$ cat src/logic/adc_irq_defs.svh
// Register offsets, bit positions, reset values and timing figures
`ifndef ADC_IRQ_DEFS_SVH
`define ADC_IRQ_DEFS_SVH
// ----------------------------------------
// Register offsets
// ----------------------------------------
`define OFS_SIG_DET_STATUS 8'h32
`define OFS_LOSS_TIMEOUT 8'h33
`define OFS_DET_INTERVAL 8'h36
`define OFS_INT_ENABLE 8'h60
`define OFS_INT_STATUS 8'h61
`define OFS_PULSE_CONFIG 8'h62
`define OFS_POWER_DOWN 8'h70
`define OFS_PIN_CFG0 8'h14
`define OFS_PIN_STATUS 8'h18
// ----------------------------------------
// Field positions
// ----------------------------------------
`define SRC_ENERGY 0
`define SRC_DC 1
`define SRC_TOGGLE 2
`define SRC_CLIP 5
`define SLEEP_BIT 0
`define LOSS_BIT 0
`define NO_TOGGLE_PIN 2
// ----------------------------------------
// Reset values
// ----------------------------------------
`define RST_INT_ENABLE 8'h01
`define RST_LOSS_TIMEOUT 8'h01
`define RST_DET_INTERVAL 8'h01
`define RST_PULSE_CONFIG 8'h00
`define RST_POWER_DOWN 8'h00
`define RST_PIN_CFG 8'h00
// ----------------------------------------
// Timing
// ----------------------------------------
`define CLK_PERIOD_NS 50
`define MS_NS 1000000
`define CYC_PER_MS (`MS_NS / `CLK_PERIOD_NS)
`define MS_PER_MIN 60000
`define MS_PER_SEC 1000
`endif

$ cat src/logic/adc_irq_pkg.sv
// Types shared by the interrupt controller and its bench
package adc_irq_pkg;
   typedef enum logic [1:0] {
      DRIVE_HIGH = 2'h0,
      DRIVE_LOW = 2'h1,
      DRIVE_OPEN = 2'h2
   } pin_drive_type;

   typedef struct packed {
      logic [2:0] spare;
      logic sticky;
      pin_drive_type drive;
      logic [1:0] width;
   } pulse_cfg_type;

   typedef struct packed {
      logic [2:0] spare;
      logic open_drain;
      logic int_out;
      logic invert;
      logic [1:0] func;
   } pin_cfg_type;

   typedef enum logic [2:0] {
      PS_IDLE = 3'b001,
      PS_PULSE = 3'b010,
      PS_HOLD = 3'b100
   } pulse_state_type;
endpackage

$ cat src/logic/adc_event_irq.sv
// Event interrupt controller of a multichannel audio converter
//
// Function
// - Four sources: energy, dc change, clip, toggle
// - Enable bit gates each source
// - Status register holds one flag per source
// - Status write clears addressed flags
// - Pin drive: high, low or open collector
// - Pulse width one to four milliseconds
// - Pin pulses, or holds while flags set when sticky; flags stay sticky
// - Drive variants share all register behaviour
// - Toggle detect on every pin but pin 2
// - Toggle detect only while asleep
// - Pin variant: energy source only, default
// - Pin variant: interrupt pin requests power-down
// - Active energy flag cleared after detect status
// - Detect status all-ones write clears to zero
// - Loss raised after programmed timeout below threshold
// - Entering sleep clears sticky loss status
// - Pin types: input, toggle, sticky; inversion
// - Pins can drive interrupt open drain
// - Duration: pulsed or sticky until cleared
// - Uncleared loss re-raised every interval
`timescale 1ns/10ps
`include "adc_irq_defs.svh"

module adc_event_irq import adc_irq_pkg::*; #(
   parameter bit HW_VARIANT = 1'b0,
   parameter int NPINS = 4,
   parameter int CYC_PER_MS = `CYC_PER_MS,
   parameter int MS_PER_MIN = `MS_PER_MIN,
   parameter int MS_PER_SEC = `MS_PER_SEC
) (
   input wire logic clk_i, // Device clock
   input wire logic rstn_i, // Async reset
   input wire logic reg_wr_i, // Register write
   input wire logic reg_rd_i, // Register read
   input wire logic [7:0] reg_addr_i, // Register offset
   input wire logic [7:0] reg_wdata_i, // Write data
   output logic [7:0] reg_rdata_o, // Read data
   input wire logic audio_clk_run_i, // Audio clocks run
   input wire logic loss_below_i, // Level below loss
   input wire logic [7:0] resume_det_i, // Channels above wake
   input wire logic dc_change_i, // Dc level changed
   input wire logic clip_i, // Post-gain clip
   input wire logic [NPINS-1:0] pin_in_i, // Pin levels
   input wire logic int_in_i, // Interrupt pin level
   output logic int_o, // Interrupt pin out
   output logic int_oe_o, // Interrupt pin enable
   output logic [NPINS-1:0] pin_o, // Pin outputs
   output logic [NPINS-1:0] pin_oe_o, // Pin enables
   output logic power_down_o, // Power-down request
   output logic sleep_o // Sleep mode
);

   // ----------------------------------------
   // Helpers
   // ----------------------------------------
   // Set beats clear in the same cycle
   function automatic logic [7:0] w1c(input logic [7:0] cur,
      input logic [7:0] set, input logic [7:0] clr);
      return set | (cur & ~clr);
   endfunction

   // ----------------------------------------
   // State
   // ----------------------------------------
   logic [7:0] int_en, next_int_en;
   logic [7:0] int_stat, next_int_stat;
   logic [7:0] sig_det, next_sig_det;
   logic [7:0] pwr, next_pwr;
   logic [7:0] loss_timeout, next_loss_timeout;
   logic [7:0] det_interval, next_det_interval;
   pulse_cfg_type pcfg, next_pcfg;
   pin_cfg_type pin_cfg [NPINS];
   pin_cfg_type next_pin_cfg [NPINS];
   logic [NPINS-1:0] pin_q, next_pin_q;
   logic [NPINS-1:0] pin_stk, next_pin_stk;
   logic [1:0] src_q, next_src_q;
   logic sleep_q;
   logic [7:0] next_rdata;
   logic [23:0] ms_cnt, next_ms_cnt;
   logic [23:0] loss_ms, next_loss_ms;
   logic [23:0] pcyc, next_pcyc;
   pulse_state_type pstate, next_pstate;
   logic next_int_o, next_int_oe;
   logic [NPINS-1:0] next_pin_o, next_pin_oe;
   logic next_pdown;
   logic sleep, loss_fire, trig, tick, asserted;
   logic [7:0] ev, en_eff;

   // Audio clocks stopped also means sleep
   assign sleep = pwr[`SLEEP_BIT] | ~audio_clk_run_i;

   // ----------------------------------------
   // Registers and flags
   // ----------------------------------------
   // Register file, event capture and flags
   always_comb begin
      logic [7:0] clr;
      logic [7:0] lvl;
      logic [7:0] stk;
      logic tog;
      clr = 8'h00;
      lvl = 8'h00;
      stk = 8'h00;
      tog = 1'b0;
      next_int_en = int_en;
      next_pwr = pwr;
      next_loss_timeout = loss_timeout;
      next_det_interval = det_interval;
      next_pcfg = pcfg;
      next_pin_cfg = pin_cfg;
      next_rdata = reg_rdata_o;
      if (reg_wr_i) begin
         case (reg_addr_i)
            `OFS_INT_ENABLE: next_int_en = reg_wdata_i;
            `OFS_PULSE_CONFIG: next_pcfg = pulse_cfg_type'(reg_wdata_i);
            `OFS_POWER_DOWN: next_pwr = reg_wdata_i;
            `OFS_LOSS_TIMEOUT: next_loss_timeout = reg_wdata_i;
            `OFS_DET_INTERVAL: next_det_interval = reg_wdata_i;
            default: begin
               for (int i = 0; i < NPINS; i++) begin
                  if (reg_addr_i == `OFS_PIN_CFG0 + 8'(i)) begin
                     next_pin_cfg[i] = pin_cfg_type'(reg_wdata_i);
                  end
               end
            end
         endcase
      end
      // Pins: inversion, toggle and sticky types
      for (int i = 0; i < NPINS; i++) begin
         lvl[i] = pin_in_i[i] ^ pin_cfg[i].invert;
         if (pin_cfg[i].func == 2'h1 && i != `NO_TOGGLE_PIN &&
               sleep && lvl[i] != pin_q[i]) begin
            tog = 1'b1;
         end
         stk[i] = pin_cfg[i].func == 2'h2 && lvl[i];
      end
      next_pin_q = lvl[NPINS-1:0];
      if (reg_wr_i && reg_addr_i == `OFS_PIN_STATUS) begin
         clr = reg_wdata_i >> 4;
      end
      next_pin_stk = NPINS'(w1c(8'(pin_stk), stk, clr));
      // Raw events; only the energy source in pin variant
      next_src_q = {clip_i, dc_change_i};
      ev = 8'h00;
      ev[`SRC_ENERGY] = sleep ? (sleep_q &&
         |(resume_det_i & ~sig_det)) : loss_fire;
      ev[`SRC_DC] = dc_change_i & ~src_q[0];
      ev[`SRC_TOGGLE] = tog;
      ev[`SRC_CLIP] = clip_i & ~src_q[1];
      en_eff = HW_VARIANT ? `RST_INT_ENABLE : int_en;
      ev = ev & en_eff;
      trig = |ev;
      // Detect status: live when asleep, sticky loss when active
      clr = 8'h00;
      if (reg_wr_i && reg_addr_i == `OFS_SIG_DET_STATUS) begin
         clr = reg_wdata_i;
      end
      if (sleep) begin
         next_sig_det = resume_det_i;
      end else begin
         next_sig_det = w1c(sig_det,
            8'(loss_fire) << `LOSS_BIT, clr);
      end
      // Status clear; energy held while awake and detect status set
      clr = 8'h00;
      if (reg_wr_i && reg_addr_i == `OFS_INT_STATUS) begin
         clr = reg_wdata_i;
      end
      if (!sleep && sig_det != 8'h00) begin
         clr[`SRC_ENERGY] = 1'b0;
      end
      if (sleep && !sleep_q) begin
         clr[`SRC_ENERGY] = 1'b1;
      end
      if (int_en[`SRC_CLIP] && !next_int_en[`SRC_CLIP]) begin
         clr[`SRC_CLIP] = 1'b1; // Disable clears clip flag
      end
      next_int_stat = w1c(int_stat, ev, clr);
      // Read data is registered, answered next cycle
      if (reg_rd_i) begin
         case (reg_addr_i)
            `OFS_SIG_DET_STATUS: next_rdata = sig_det;
            `OFS_LOSS_TIMEOUT: next_rdata = loss_timeout;
            `OFS_DET_INTERVAL: next_rdata = det_interval;
            `OFS_INT_ENABLE: next_rdata = int_en;
            `OFS_INT_STATUS: next_rdata = int_stat;
            `OFS_PULSE_CONFIG: next_rdata = pcfg;
            `OFS_POWER_DOWN: next_rdata = pwr;
            `OFS_PIN_STATUS: begin
               next_rdata = 8'({pin_stk, 4'h0}) | 8'(pin_q);
            end
            default: begin
               next_rdata = 8'h00;
               for (int i = 0; i < NPINS; i++) begin
                  if (reg_addr_i == `OFS_PIN_CFG0 + 8'(i)) begin
                     next_rdata = pin_cfg[i];
                  end
               end
            end
         endcase
      end
   end

   always_ff @(posedge clk_i or negedge rstn_i) begin
      if (!rstn_i) begin
         int_en <= `RST_INT_ENABLE;
         int_stat <= 8'h00;
         sig_det <= 8'h00;
         pwr <= `RST_POWER_DOWN;
         loss_timeout <= `RST_LOSS_TIMEOUT;
         det_interval <= `RST_DET_INTERVAL;
         pcfg <= pulse_cfg_type'(`RST_PULSE_CONFIG);
         for (int i = 0; i < NPINS; i++) begin
            pin_cfg[i] <= pin_cfg_type'(`RST_PIN_CFG);
         end
         pin_q <= '0;
         pin_stk <= '0;
         src_q <= 2'h0;
         sleep_q <= 1'b0;
         reg_rdata_o <= 8'h00;
         sleep_o <= 1'b0;
      end else begin
         int_en <= next_int_en;
         int_stat <= next_int_stat;
         sig_det <= next_sig_det;
         pwr <= next_pwr;
         loss_timeout <= next_loss_timeout;
         det_interval <= next_det_interval;
         pcfg <= next_pcfg;
         pin_cfg <= next_pin_cfg;
         pin_q <= next_pin_q;
         pin_stk <= next_pin_stk;
         src_q <= next_src_q;
         sleep_q <= sleep;
         reg_rdata_o <= next_rdata;
         sleep_o <= sleep;
      end
   end

   // ----------------------------------------
   // Timers, pulse and pins
   // ----------------------------------------
   // Millisecond tick, loss timer, pulse state and drive
   always_comb begin
      logic [23:0] target;
      logic [23:0] plen;
      target = 24'h0;
      plen = (24'(pcfg.width) + 24'h1) * 24'(CYC_PER_MS);
      tick = ms_cnt == 24'(CYC_PER_MS - 1);
      next_ms_cnt = tick ? 24'h0 : ms_cnt + 24'h1;
      // After the first loss, re-raise every interval
      if (sig_det[`LOSS_BIT]) begin
         target = 24'(det_interval) * 24'(MS_PER_SEC);
      end else begin
         target = 24'(loss_timeout) * 24'(MS_PER_MIN);
      end
      loss_fire = 1'b0;
      next_loss_ms = loss_ms;
      if (sleep || (!loss_below_i && !sig_det[`LOSS_BIT])) begin
         next_loss_ms = 24'h0;
      end else if (tick) begin
         if (loss_ms + 24'h1 >= target) begin
            loss_fire = 1'b1;
            next_loss_ms = 24'h0;
         end else begin
            next_loss_ms = loss_ms + 24'h1;
         end
      end
      // New events during a pulse are not queued
      next_pstate = pstate;
      next_pcyc = pcyc;
      case (pstate)
         PS_IDLE: begin
            if (trig) begin
               next_pstate = PS_PULSE;
               next_pcyc = 24'h0;
            end
         end
         PS_PULSE: begin
            if (pcyc + 24'h1 >= plen) begin
               if (pcfg.sticky && |(next_int_stat & en_eff)) begin
                  next_pstate = PS_HOLD;
               end else begin
                  next_pstate = PS_IDLE;
               end
            end else begin
               next_pcyc = pcyc + 24'h1;
            end
         end
         PS_HOLD: begin
            if (!(|(next_int_stat & en_eff))) begin
               next_pstate = PS_IDLE;
            end
         end
         default: next_pstate = PS_IDLE;
      endcase
      asserted = next_pstate != PS_IDLE;
      // Pin variant forces open drain; enable mask and power-down also differ
      case (HW_VARIANT ? DRIVE_OPEN : pcfg.drive)
         DRIVE_LOW: begin
            next_int_oe = 1'b1;
            next_int_o = ~asserted;
         end
         DRIVE_OPEN: begin
            next_int_oe = asserted;
            next_int_o = 1'b0;
         end
         default: begin
            next_int_oe = 1'b1;
            next_int_o = asserted;
         end
      endcase
      // Released pin held low by the far side
      next_pdown = HW_VARIANT && !int_oe_o && !int_in_i;
      for (int i = 0; i < NPINS; i++) begin
         next_pin_o[i] = 1'b0;
         next_pin_oe[i] = 1'b0;
         if (pin_cfg[i].int_out) begin
            if (pin_cfg[i].open_drain) begin
               next_pin_oe[i] = asserted;
            end else begin
               next_pin_oe[i] = 1'b1;
               next_pin_o[i] = asserted ^ pin_cfg[i].invert;
            end
         end
      end
   end

   always_ff @(posedge clk_i or negedge rstn_i) begin
      if (!rstn_i) begin
         ms_cnt <= 24'h0;
         loss_ms <= 24'h0;
         pcyc <= 24'h0;
         pstate <= PS_IDLE;
         int_o <= 1'b0;
         int_oe_o <= 1'b0;
         pin_o <= '0;
         pin_oe_o <= '0;
         power_down_o <= 1'b0;
      end else begin
         ms_cnt <= next_ms_cnt;
         loss_ms <= next_loss_ms;
         pcyc <= next_pcyc;
         pstate <= next_pstate;
         int_o <= next_int_o;
         int_oe_o <= next_int_oe;
         pin_o <= next_pin_o;
         pin_oe_o <= next_pin_oe;
         power_down_o <= next_pdown;
      end
   end

endmodule

$ cat config.mk
export PLATFORM = sky130hd
export DESIGN_NAME = adc_event_irq
export DESIGN_NICKNAME = d
export VERILOG_FILES = /design/src/logic/adc_irq_pkg.sv /design/src/logic/adc_event_irq.sv
export VERILOG_INCLUDE_DIRS = /design/src /design/src/logic
export SDC_FILE = /design/constraint.sdc
export NUM_CORES = 1
export LEC_CHECK = 0
export ABC_AREA = 1
export BUFFER_PORTS_ARGS = -buffer_cell sky130_fd_sc_hd__buf_2
export CAP_MARGIN = 40
export CORE_ASPECT_RATIO = 0.7
export CORE_MARGIN = 4
export CORE_UTILIZATION = 38
export CTS_CLUSTER_SIZE = 8
export DETAILED_ROUTE_END_ITERATION = 10
export SLEW_MARGIN = 20
export SYNTH_ARGS = -nofsm -noshare
export SYNTH_HDL_FRONTEND = slang
export SYNTH_SLANG_ARGS = --single-unit
$ cat constraint.sdc
create_clock -name clk_i -period 15.75 [get_ports clk_i]
set_input_delay 0 -clock clk_i [delete_from_list [all_inputs] [get_ports clk_i]]
set_output_delay 0 -clock clk_i [all_outputs]
set_load 0.05 [all_outputs]
; ---- After elaboration in Yosys (flattened, before gate mapping)
; Cells that the tools add are included.
[word_totals]
ff_bits = 192
in_bits = 37
[classes]
n_eq_ne = 31
bitwise_logic = 30
add_sub_neg = 4
muxes = 52
n_mul = 3
magnitude_cmp = 2
reduce_logical = 42
[op_table]
columns = operator, count
row1 = 24-bit 2-to-1 mux, 7
row2 = 24-bit by 1-bit adder with 24-bit output (second input constant), 3
row3 = 8-bit case mux with 8 select lines, 1
row4 = 8-bit 2-to-1 mux, 7
row5 = 24-bit case mux with 2 select lines, 1
row6 = 8-bit by 5-bit == test with 1-bit output (second input constant), 5
row7 = 8-bit bitwise AND, 4
row8 = 8-bit by 7-bit == test with 1-bit output (second input constant), 4
row9 = 1-bit 2-to-1 mux, 27
row10 = 24-bit by 15-bit == test with 1-bit output (second input constant), 1
row11 = 8-bit by 6-bit == test with 1-bit output (second input constant), 3
row12 = 24-bit by 18-bit >= comparator with 1-bit output, 1
row13 = 24-bit >= comparator, 1
row14 = 8-bit NOT, 3
row15 = 8-bit OR reduction, 3
row16 = 1-bit logical AND, 19
row17 = 8-bit by 11-bit multiplier with 19-bit output (second input constant), 1
row18 = 8-bit by 7-bit multiplier with 15-bit output (second input constant), 1
row19 = 3-bit AND reduction, 5
row20 = 3-bit by 10-bit multiplier with 13-bit output (second input constant), 1
row21 = 3-bit 2-to-1 mux, 4
row22 = 6-bit 2-to-1 mux, 2
row23 = 2-bit == test (second input constant), 5
row24 = 2-bit AND reduction, 5
row25 = other kinds (27), 50

; ---- Longest topological paths before layout
; Gate-level depths: netlist of the first run.
[depth]
word_depth = 19
ltp_mapped = 39
ltp_nobuf = 39

; ---- Least setup slack after synthesis of the first run
; Ideal clock, no wire load.
[synth_timing]
kind = reg2reg
startpoint = register det_interval[1]
endpoint = register pin_o[1]
n_path_buf = 1
stages_incl_launch_ff = 36
t_arrival_ps = 5446
setup_ps = 116
slack_ps = 10189
path_cell_list = dfrtp_1 -> fa_1 -> inv_1 -> fa_1 -> fa_1 -> fa_1 -> inv_1 -> ha_1 -> inv_1 -> nor4_1 -> a21oi_1 -> nor2_1 -> o21ai_0 -> nand2_1 -> o21ai_0 -> o22ai_1 -> inv_1 -> ha_1 -> nand2_1 -> nor2_1 -> nand2_1 -> nor3_1 -> nand2_1 -> nand3_1 -> nand2_1 -> nand2_1 -> nand2_1 -> nand2_1 -> nand2_1 -> nand3_1 -> nand2_1 -> inv_1 -> nand2_4 -> buf_8 -> nor2_2 -> nor2_1
[synth_via]
elab_chain_len = 19
[synth_lines]
columns = item, line
row1 = start: declaration, adc_event_irq.sv:73  ; logic [7:0] det_interval, next_det_interval;
row2 = start signal: assignment, adc_event_irq.sv:214  ; det_interval <= `RST_DET_INTERVAL;
row3 = start signal: assignment, adc_event_irq.sv:231  ; det_interval <= next_det_interval;
row4 = 8-bit by 7-bit multiplier with 15-bit output (*), adc_event_irq.sv:256  ; target = 24'(det_interval) * 24'(MS_PER_SEC);
row5 = 24-bit 2-to-1 mux (*), adc_event_irq.sv:255  ; if (sig_det[`LOSS_BIT]) begin
row6 = 24-bit >= comparator (*), adc_event_irq.sv:265  ; if (loss_ms + 24'h1 >= target) begin
row7 = 1-bit 2-to-1 mux (*), adc_event_irq.sv:265
row8 = 1-bit 2-to-1 mux (*), adc_event_irq.sv:264  ; end else if (tick) begin
row9 = 1-bit 2-to-1 mux (*), adc_event_irq.sv:262  ; if (sleep || (!loss_below_i && !sig_det[`LOSS_BIT])) begin
row10 = 1-bit 2-to-1 mux (*), adc_event_irq.sv:148  ; ev[`SRC_ENERGY] = sleep ? (sleep_q &&
row11 = 6-bit by 8-bit bitwise AND with 8-bit output (*), adc_event_irq.sv:154  ; ev = ev & en_eff;
row12 = (+1 left out), n/a
row13 = via next_int_stat[0], adc_event_irq.sv:69  ; logic [7:0] int_stat, next_int_stat;
row14 = (+4 left out), n/a
row15 = 3-bit 2-to-1 mux, adc_event_irq.sv:283  ; if (pcyc + 24'h1 >= plen) begin
row16 = 3-bit case mux with 3 select lines (*), adc_event_irq.sv:275  ; case (pstate)
row17 = via next_pstate[0], adc_event_irq.sv:85  ; pulse_state_type pstate, next_pstate;
row18 = 3-bit by 1-bit inequality test with 1-bit output (*), adc_event_irq.sv:300  ; asserted = next_pstate != PS_IDLE;
row19 = 1-bit XOR (*), adc_event_irq.sv:326  ; next_pin_o[i] = asserted ^ pin_cfg[i].invert;
row20 = 1-bit 2-to-1 mux (*), adc_event_irq.sv:322  ; if (pin_cfg[i].open_drain) begin
row21 = 1-bit 2-to-1 mux (*), adc_event_irq.sv:321  ; if (pin_cfg[i].int_out) begin
row22 = via next_pin_o[1], adc_event_irq.sv:87  ; logic [NPINS-1:0] next_pin_o, next_pin_oe;
row23 = end signal: assignment, adc_event_irq.sv:350  ; pin_o <= next_pin_o;
row24 = end: declaration, adc_event_irq.sv:50  ; output logic [NPINS-1:0] pin_o,
; Mark *: on every way through the listed nets, which the timed path passes. The rest lies on a longest branch.
; A chain may end at the register's enable or synchronous reset.

; ---- Worst setup path in the final report of the first run
[layout_timing]
startpoint = register det_interval[1]
endpoint = register pcyc[14]
[layout_via]
elab_chain_len = 11
[layout_lines]
columns = item, line
row1 = 8-bit by 7-bit multiplier with 15-bit output, adc_event_irq.sv:256
row2 = 24-bit 2-to-1 mux, adc_event_irq.sv:255
row3 = 24-bit >= comparator, adc_event_irq.sv:265
row4 = 1-bit 2-to-1 mux, adc_event_irq.sv:265
row5 = 1-bit 2-to-1 mux, adc_event_irq.sv:264
row6 = 1-bit 2-to-1 mux, adc_event_irq.sv:262
row7 = 1-bit 2-to-1 mux, adc_event_irq.sv:148
row8 = 6-bit by 8-bit bitwise AND with 8-bit output, adc_event_irq.sv:154
row9 = 8-bit OR reduction, adc_event_irq.sv:155  ; trig = |ev;
row10 = 2-bit inequality test (no source line), n/a
row11 = 3-bit AND reduction (no source line), n/a
row12 = end signal: assignment, adc_event_irq.sv:346  ; pcyc <= next_pcyc;
row13 = end: declaration, adc_event_irq.sv:84  ; logic [23:0] pcyc, next_pcyc;
; Every way passes these cells.

==> results of run 1 <==
-- metrics by stage --
stage | setup slack (ns) | power (uW)
2_1_floorplan | 10.19 | 1100
3_3_place_gp | 9.04 | 1270
3_5_place_dp | 8.96 | 1280
4_1_cts | 8.92 | 1780
5_1_grt | 8.29 | 1920
6_report | 8.91 | 1770
-- state kept, by name, summed over array words and instances, names as in the netlist, 24 cells and up --
| signal | cells |
|---|---|
| loss_ms | 24 |
| pin_cfg | 32 |
| pcyc | 24 |
| ms_cnt | 24 |
-- metal layers --
metal,routed length (um),share of wire,GRT usage
met5,0,0,0
met2,14200,0.40,0.256
met1,18600,0.52,0.292
met3,2270,0.064,0.0395
met4,359,0.010,0.0330
-- report_power, final --
| group | total, uW | internal [uW] | switching [uW] | leakage, uW |
|---|---|---|---|---|
| clock network | 484 | 229 | 255 | 0.000321 |
| registers | 553 | 527 | 25.9 | 0.00239 |
| logic | 733 | 256 | 477 | 0.00515 |
-- placed cells by master (no fill, tap or decap), types with 4 or more instances in the layout --
cell type,Yosys,final
ha_1,132,132
inv_1,303,303
nand2_1,344,344
a31oi_1,14,14
nor4_1,11,11
xnor2_1,18,18
a22o_1,8,8
nor2_2,9,9
nand3_1,64,64
inv_2,16,16
a221oi_1,8,8
fa_1,43,43
o211ai_1,7,7
dlygate4sd3_1,0,24
clkinv_8,0,7
inv_12,0,4
o22ai_1,39,39
nand2_2,10,10
xor2_1,44,44
dfstp_2,4,4
o21ai_1,9,9
nand4_1,23,23
clkbuf_16,0,17
a211oi_1,4,4
nor3_2,7,7
nor2_1,125,125
nand3b_1,4,4
buf_2,4,54
nor3_1,27,27
buf_4,4,5
a21oi_2,8,8
a21oi_1,49,49
dfrtp_1,188,188
o31ai_1,5,5
o21a_1,11,11
o21ai_0,123,123
-- worst paths after layout --
kind / start / endpoint / slack (ns) / cells after the start
setup reg to reg: det_interval[1]$_DFFE_PN0P_ / pcyc[14]$_DFFE_PN0P_ / 8.91 / 32
hold / removal: rstn_i / loss_ms[23]$_DFFE_PN0P_ / 0.02 / 2
max in group asynchronous: rstn_i / en_eff[0]$_DFFE_PN1P_ / 14.53 / 4
hold reg to reg: ms_cnt[0]$_DFF_PN0_ / ms_cnt[0]$_DFF_PN0_ / 0.46 / 1
setup / recovery: det_interval[1]$_DFFE_PN0P_ / pcyc[14]$_DFFE_PN0P_ / 8.91 / 32
min in group clk_i: reg_wr_i / pin_stk[3]$_DFF_PN0_ / 0.07 / 4
-- kinds of logic after synthesis --
logic type / after synthesis / share of synthesized area
AO/OA/AOI/OAI: 300 / 0.129
XOR/XNOR: 62 / 0.0391
flip-flops: 192 / 0.347
adder cells (fa/ha/maj): 175 / 0.181
AND/OR/NAND/NOR: 643 / 0.208
other: 1 / 0.000270
buffers and inverters: 348 / 0.0964
-- layout make-up --
type / count / area [sq um] / area share
multi-input combinational: 1181 / 7730 / 0.494
sequential: 192 / 4810 / 0.308
timing repair buffer: 87 / 613 / 0.0392
inverter: 322 / 1210 / 0.0773
clock inverter: 15 / 248 / 0.0158
tap: 480 / 601 / 0.0384
clock buffer: 17 / 425 / 0.0272
-- what timing repair did --
item                                   4_1_cts  5_1_grt
endpoints found under the hold margin      175        0
hold buffers                                24        0
buffers inserted                             0        0
==> run_results.csv, run 1 <==
group,metric,value,unit
detailed_routing,ant_nets,0,
sta,finalCritPeriodShare,0.435,
yosys,synth.area.top_cells,"dfrtp_1 34%, ha_1 12%, nand2_1 9.3%",
yosys,synth_area_per_cell,8.06,sq um
global_routing,overflow,0,
yosys,ys.flop_type,"dfrtp_1",
clocking,clockBufferDepth,2,
yosys,synth.most_common_cell,"nand2_1",
sta,tightest_slew,0.851,ns
floorplan,die-area,39700,sq um
yosys,yosysTopAreaCellShare,0.339,
yosys,syn_area,13900,sq um
sta,rsz0062_at_grt,"no",
power,total_leakage_power,0.00786,uW
yosys,yosysTopAreaCell,"dfrtp_1",
global_routing,grt_max_degree,79,
yosys,yosysWarnings,0,
critical_path,critPathTopFamily,"adder cells",
yosys,yosysSeqAreaShare,0.347,
place,globalplace.congestion,0.935,
sta,final_max_slew_viol_count,0,
yosys,syn_nets,1933,
critical_path,worst-path-max-fanout,32,
yosys,synthCells,1721,
finish,drive_above_1_share,0.0926,
clocking,htree_levels,4,
detailed_routing,drc,0,
flow_run,cap_violations,0,
global_routing,grt_pass1_wl,59200,um
sta,period_needed,6.84,ns
yosys,ys_ff_latch,192,
outcome,outcome,"complete, no violations",
place,port_buffers,54,
sta,fin_skew,0.0200,ns
clocking,post_cts_resized,0,
floorplan,die_x,236,um
critical_path,critPathMaxStageDelay,0.57,ns
floorplan,start_util,0.386,
finish,final_cell_area,15600,sq um
yosys,synth.distinct_cells,59,
global_routing,grt_pass1_vias,11230,
clocking,cts_root_buffer,"clkbuf_16",
detailed_routing,vias,11567,
detailed_routing,wl_per_cell,15.4,um
global_routing,grtUsageTotal,0.183,
critical_path,crit_buf_inv,5,
finish,syn2layout_area_growth,12.7,%
finish,nNetsFinal,2013,
clocking,clock_latency,0.47,ns
critical_path,path_class,"reg -> reg",
critical_path,critPathLaunchType,"register",
finish,fill_cells,3629,
critical_path,crit_slowest_cell,"fa_1",
detailed_routing,drt_first_pass_iters,6,
power,peakVddDrop,0.000106,V
yosys,async_flop_share,1.00,
clocking,clk_pin_slew,0.09,ns
detailed_routing,drt_wl_total,35400,um
finish,antennaDiodeCount,0,
finish,post_layout_nonfiller_instances,2294,
sta,finalSetupTns,0,ns
global_routing,antenna_found_initial,0,
clocking,cts_buffers,17,
power,power_density,113,nW/um^2
critical_path,cp_common_cell,"nand2_1",
floorplan,ios,57,
yosys,synth_edf_count,0,
sta,finalSetupViolCount,0,
min_path,hold_class,"in -> async",
yosys,synthTopCellsByCount,"344 x nand2_1, 303 x inv_1, 188 x dfrtp_1",
critical_path,cp_data_arrival_time,7.19,ns
place,place_inst,2236,
sta,hold_slack,0.0235,ns
place,dpl_cell_area,14700,sq um
floorplan,die_h,168,um
floorplan,coreArea,36000,sq um
finish,fin_util,0.434,
place,dp_hpwl,27700,um
sta,finalHoldViolCount,0,
critical_path,cp-end-kind,"register",
clocking,cts_tree,"yes",
detailed_routing,drtIter0Drc,1002,
detailed_routing,via_per_inst,5.04,
critical_path,cp.required,16.09,ns
floorplan,rows,58,
clocking,clkSinkCount,192,
sta,slew_headroom,0.428,
sta,clock.fmax,0.146,GHz
No activity file was read; power rests on OpenSTA's default activity.
==> inputs of run 2 (changes only) <==
clock period = 6.3 ns   (was 15.75 ns; I/O delays follow)
==> run_results.csv, run 2 (synthesis results as in run 1) <==
group,metric,value,unit
outcome,outcome,"complete, no violations",
detailed_routing,drt_wl_total,36600,um
floorplan,coreArea,36000,sq um
sta,finalSetupTns,0,ns
min_path,hold_class,"in -> reg",
critical_path,crit_buf_inv,4,
clocking,clkSinkCount,192,
critical_path,worst-path-max-fanout,6,
detailed_routing,topRoutingLayerUsed,"met4",
place,dp_hpwl,27800,um
clocking,cts_root_buffer,"clkbuf_16",
power,switching_share,0.419,
power,p_seq_frac,0.297,
critical_path,critPathMaxStageDelay,0.60,ns
sta,finalSetupViolCount,0,
critical_path,critPathLaunchType,"register",
power,p_total,4650,uW
detailed_routing,route.met2.wl,14900,um
sta,final_max_slew_viol_count,0,
finish,antennaDiodeCount,0,
global_routing,overflow,0,
floorplan,rows,58,
sta,fin_skew,0.0111,ns
global_routing,grt_pass1_wl,59600,um
sta,clock.fmax,0.167,GHz
global_routing,antenna_found_initial,0,
power,power_density,291,nW/um^2
critical_path,cp-end-kind,"register",
power,p_switching,1950,uW
sta,rsz0062_at_grt,"no",
clocking,cts_tree,"yes",
global_routing,grt_pass1_vias,11280,
detailed_routing,drt_first_pass_iters,8,
sta,finalHoldViolCount,0,
place,globalplace.congestion,0.918,
power,combPwrFrac,0.447,
floorplan,die_h,168,um
clocking,clk_pin_slew,0.09,ns
critical_path,cp_common_cell,"nand2_1",
place,port_buffers,54,
floorplan,ios,57,
sta,tightest_slew,0.831,ns
finish,drive_above_1_share,0.117,
detailed_routing,vias,11809,
critical_path,crit_slowest_cell,"dfstp_2",
power,cell_internal_pwr,2700,uW
sta,worst_slack,0.323,ns
global_routing,grtUsageTotal,0.185,
clocking,cts_buffers,17,
power,peakVddDrop,0.000202,V
sta,slew_headroom,0.442,
power,power_frac_clock,0.257,
place,dpl_cell_area,14800,sq um
detailed_routing,drc,0,
finish,final_cell_area,16000,sq um
detailed_routing,via_per_inst,5.10,
flow_run,cap_violations,0,
sta,finalCritPeriodShare,0.949,
finish,largest_reg_flops,32,
clocking,clockBufferDepth,2,
critical_path,cp.required,6.65,ns
finish,nNetsFinal,2033,
clocking,htree_levels,4,
finish,syn2layout_area_growth,15.1,%
critical_path,path_class,"reg -> reg",
global_routing,grt_max_degree,64,
detailed_routing,met1Wirelength,18900,um
finish,regMostFlops,"pin_cfg",
place,pre_cts_slack,-0.0251,ns
critical_path,critPathTopFamily,"adder cells",
detailed_routing,wl_per_cell,15.8,um
floorplan,die-area,39700,sq um
floorplan,die_x,236,um
detailed_routing,ant_nets,0,
detailed_routing,wl_met3,2410,um
power,total_leakage_power,0.00797,uW
finish,final_common_cell,"nand2_1",
clocking,clock_latency,0.46,ns
detailed_routing,drtIter0Drc,1071,
finish,final_cell_mix,"342 x nand2_1, 302 x inv_1, 181 x dfrtp_1",
floorplan,start_util,0.386,
critical_path,cp_data_arrival_time,6.33,ns
sta,period_needed,5.98,ns
-- run 2: changes by cell type in the layout (fill, tap and decap cells not counted), moves of 3 or more --
cell	delta
a21oi_1	-4
a21oi_2	+4
buf_4	+16
dfrtp_1	-7
dfrtp_2	+7
ha_1	-7
ha_4	+6
inv_16	-3
inv_8	+3
o21ai_0	-5
o21ai_1	+4
-- run 2: routing by layer --
metal / vias up / track usage
li1: 5795 / -
met1: 5637 / 0.288
met2: 344 / 0.260
met3: 33 / 0.0455
met4: 0 / 0.0325
met5: - / 0
-- run 2: power groups by stage --
stage	logic (uW)	registers [uW]	clock network [uW]
after floorplan	1270	1470	0
final	2080	1380	1190
after global placement	1750	1400	0
after detailed placement	1790	1400	0
after CTS	1830	1380	1230
after global routing	2350	1390	1280
-- run 2: layout make-up --
| type | count | area (sq um) |
|---|---|---|
| clock buffers | 17 | 425 |
| well taps | 480 | 601 |
| clock inverters | 15 | 228 |
| flip-flops and latches | 192 | 4820 |
| multi-input cells | 1182 | 7890 |
| fillers | 3580 | 20000 |
| inverters | 322 | 1210 |
| repair buffers | 106 | 796 |
-- run 2: worst register-to-register path: cells and delay by family, from the launching register on --
family	cells	cell delay [ns]
buf+inv	4	0.36
xor+xnor	1	0.14
simple gates	23	1.99
fa+ha+maj	6	2.15
flops	1	0.60
compound gates	5	0.64
-- run 2: worst paths after layout --
check | startpoint | to | slack (ns) | cells past startpoint
worst max-delay path | det_interval[0]$_DFFE_PN1P_ | pin_oe_o[3]$_DFF_PN0_ | 0.32 | 39
worst min-delay path | reg_wr_i | pin_stk[2]$_DFF_PN0_ | 0.05 | 4
worst max register to register | det_interval[0]$_DFFE_PN1P_ | pin_oe_o[3]$_DFF_PN0_ | 0.32 | 39
worst min register to register | pin_cfg[24]$_DFFE_PN0P_ | pin_stk[0]$_DFF_PN0_ | 0.46 | 1
max in group asynchronous | rstn_i | en_eff[0]$_DFFE_PN1P_ | 5.16 | 4
min in group asynchronous | rstn_i | loss_ms[21]$_DFFE_PN0P_ | 0.08 | 2
-- run 2: metrics by stage --
step                      instances  utilization  hold slack (ns)
after CTS                      2299        0.436           0.0177
after global placement         2239        0.409           0.0244
after floorplan                1721            -           -0.296
final                          2314        0.444           0.0533
after global routing           2314        0.444           0.0725
after detailed placement       2243        0.411           0.0294
-- run 2: what timing repair did --
item | in CTS | in global routing
hold buffers | 24 | 0
buffers inserted | 0 | 11
gates cloned | 0 | 1
endpoints found under the setup margin | 2 | 36
pin swaps | 0 | 7
endpoints found under the hold margin | 126 | 0
resized for setup | 1 | 35
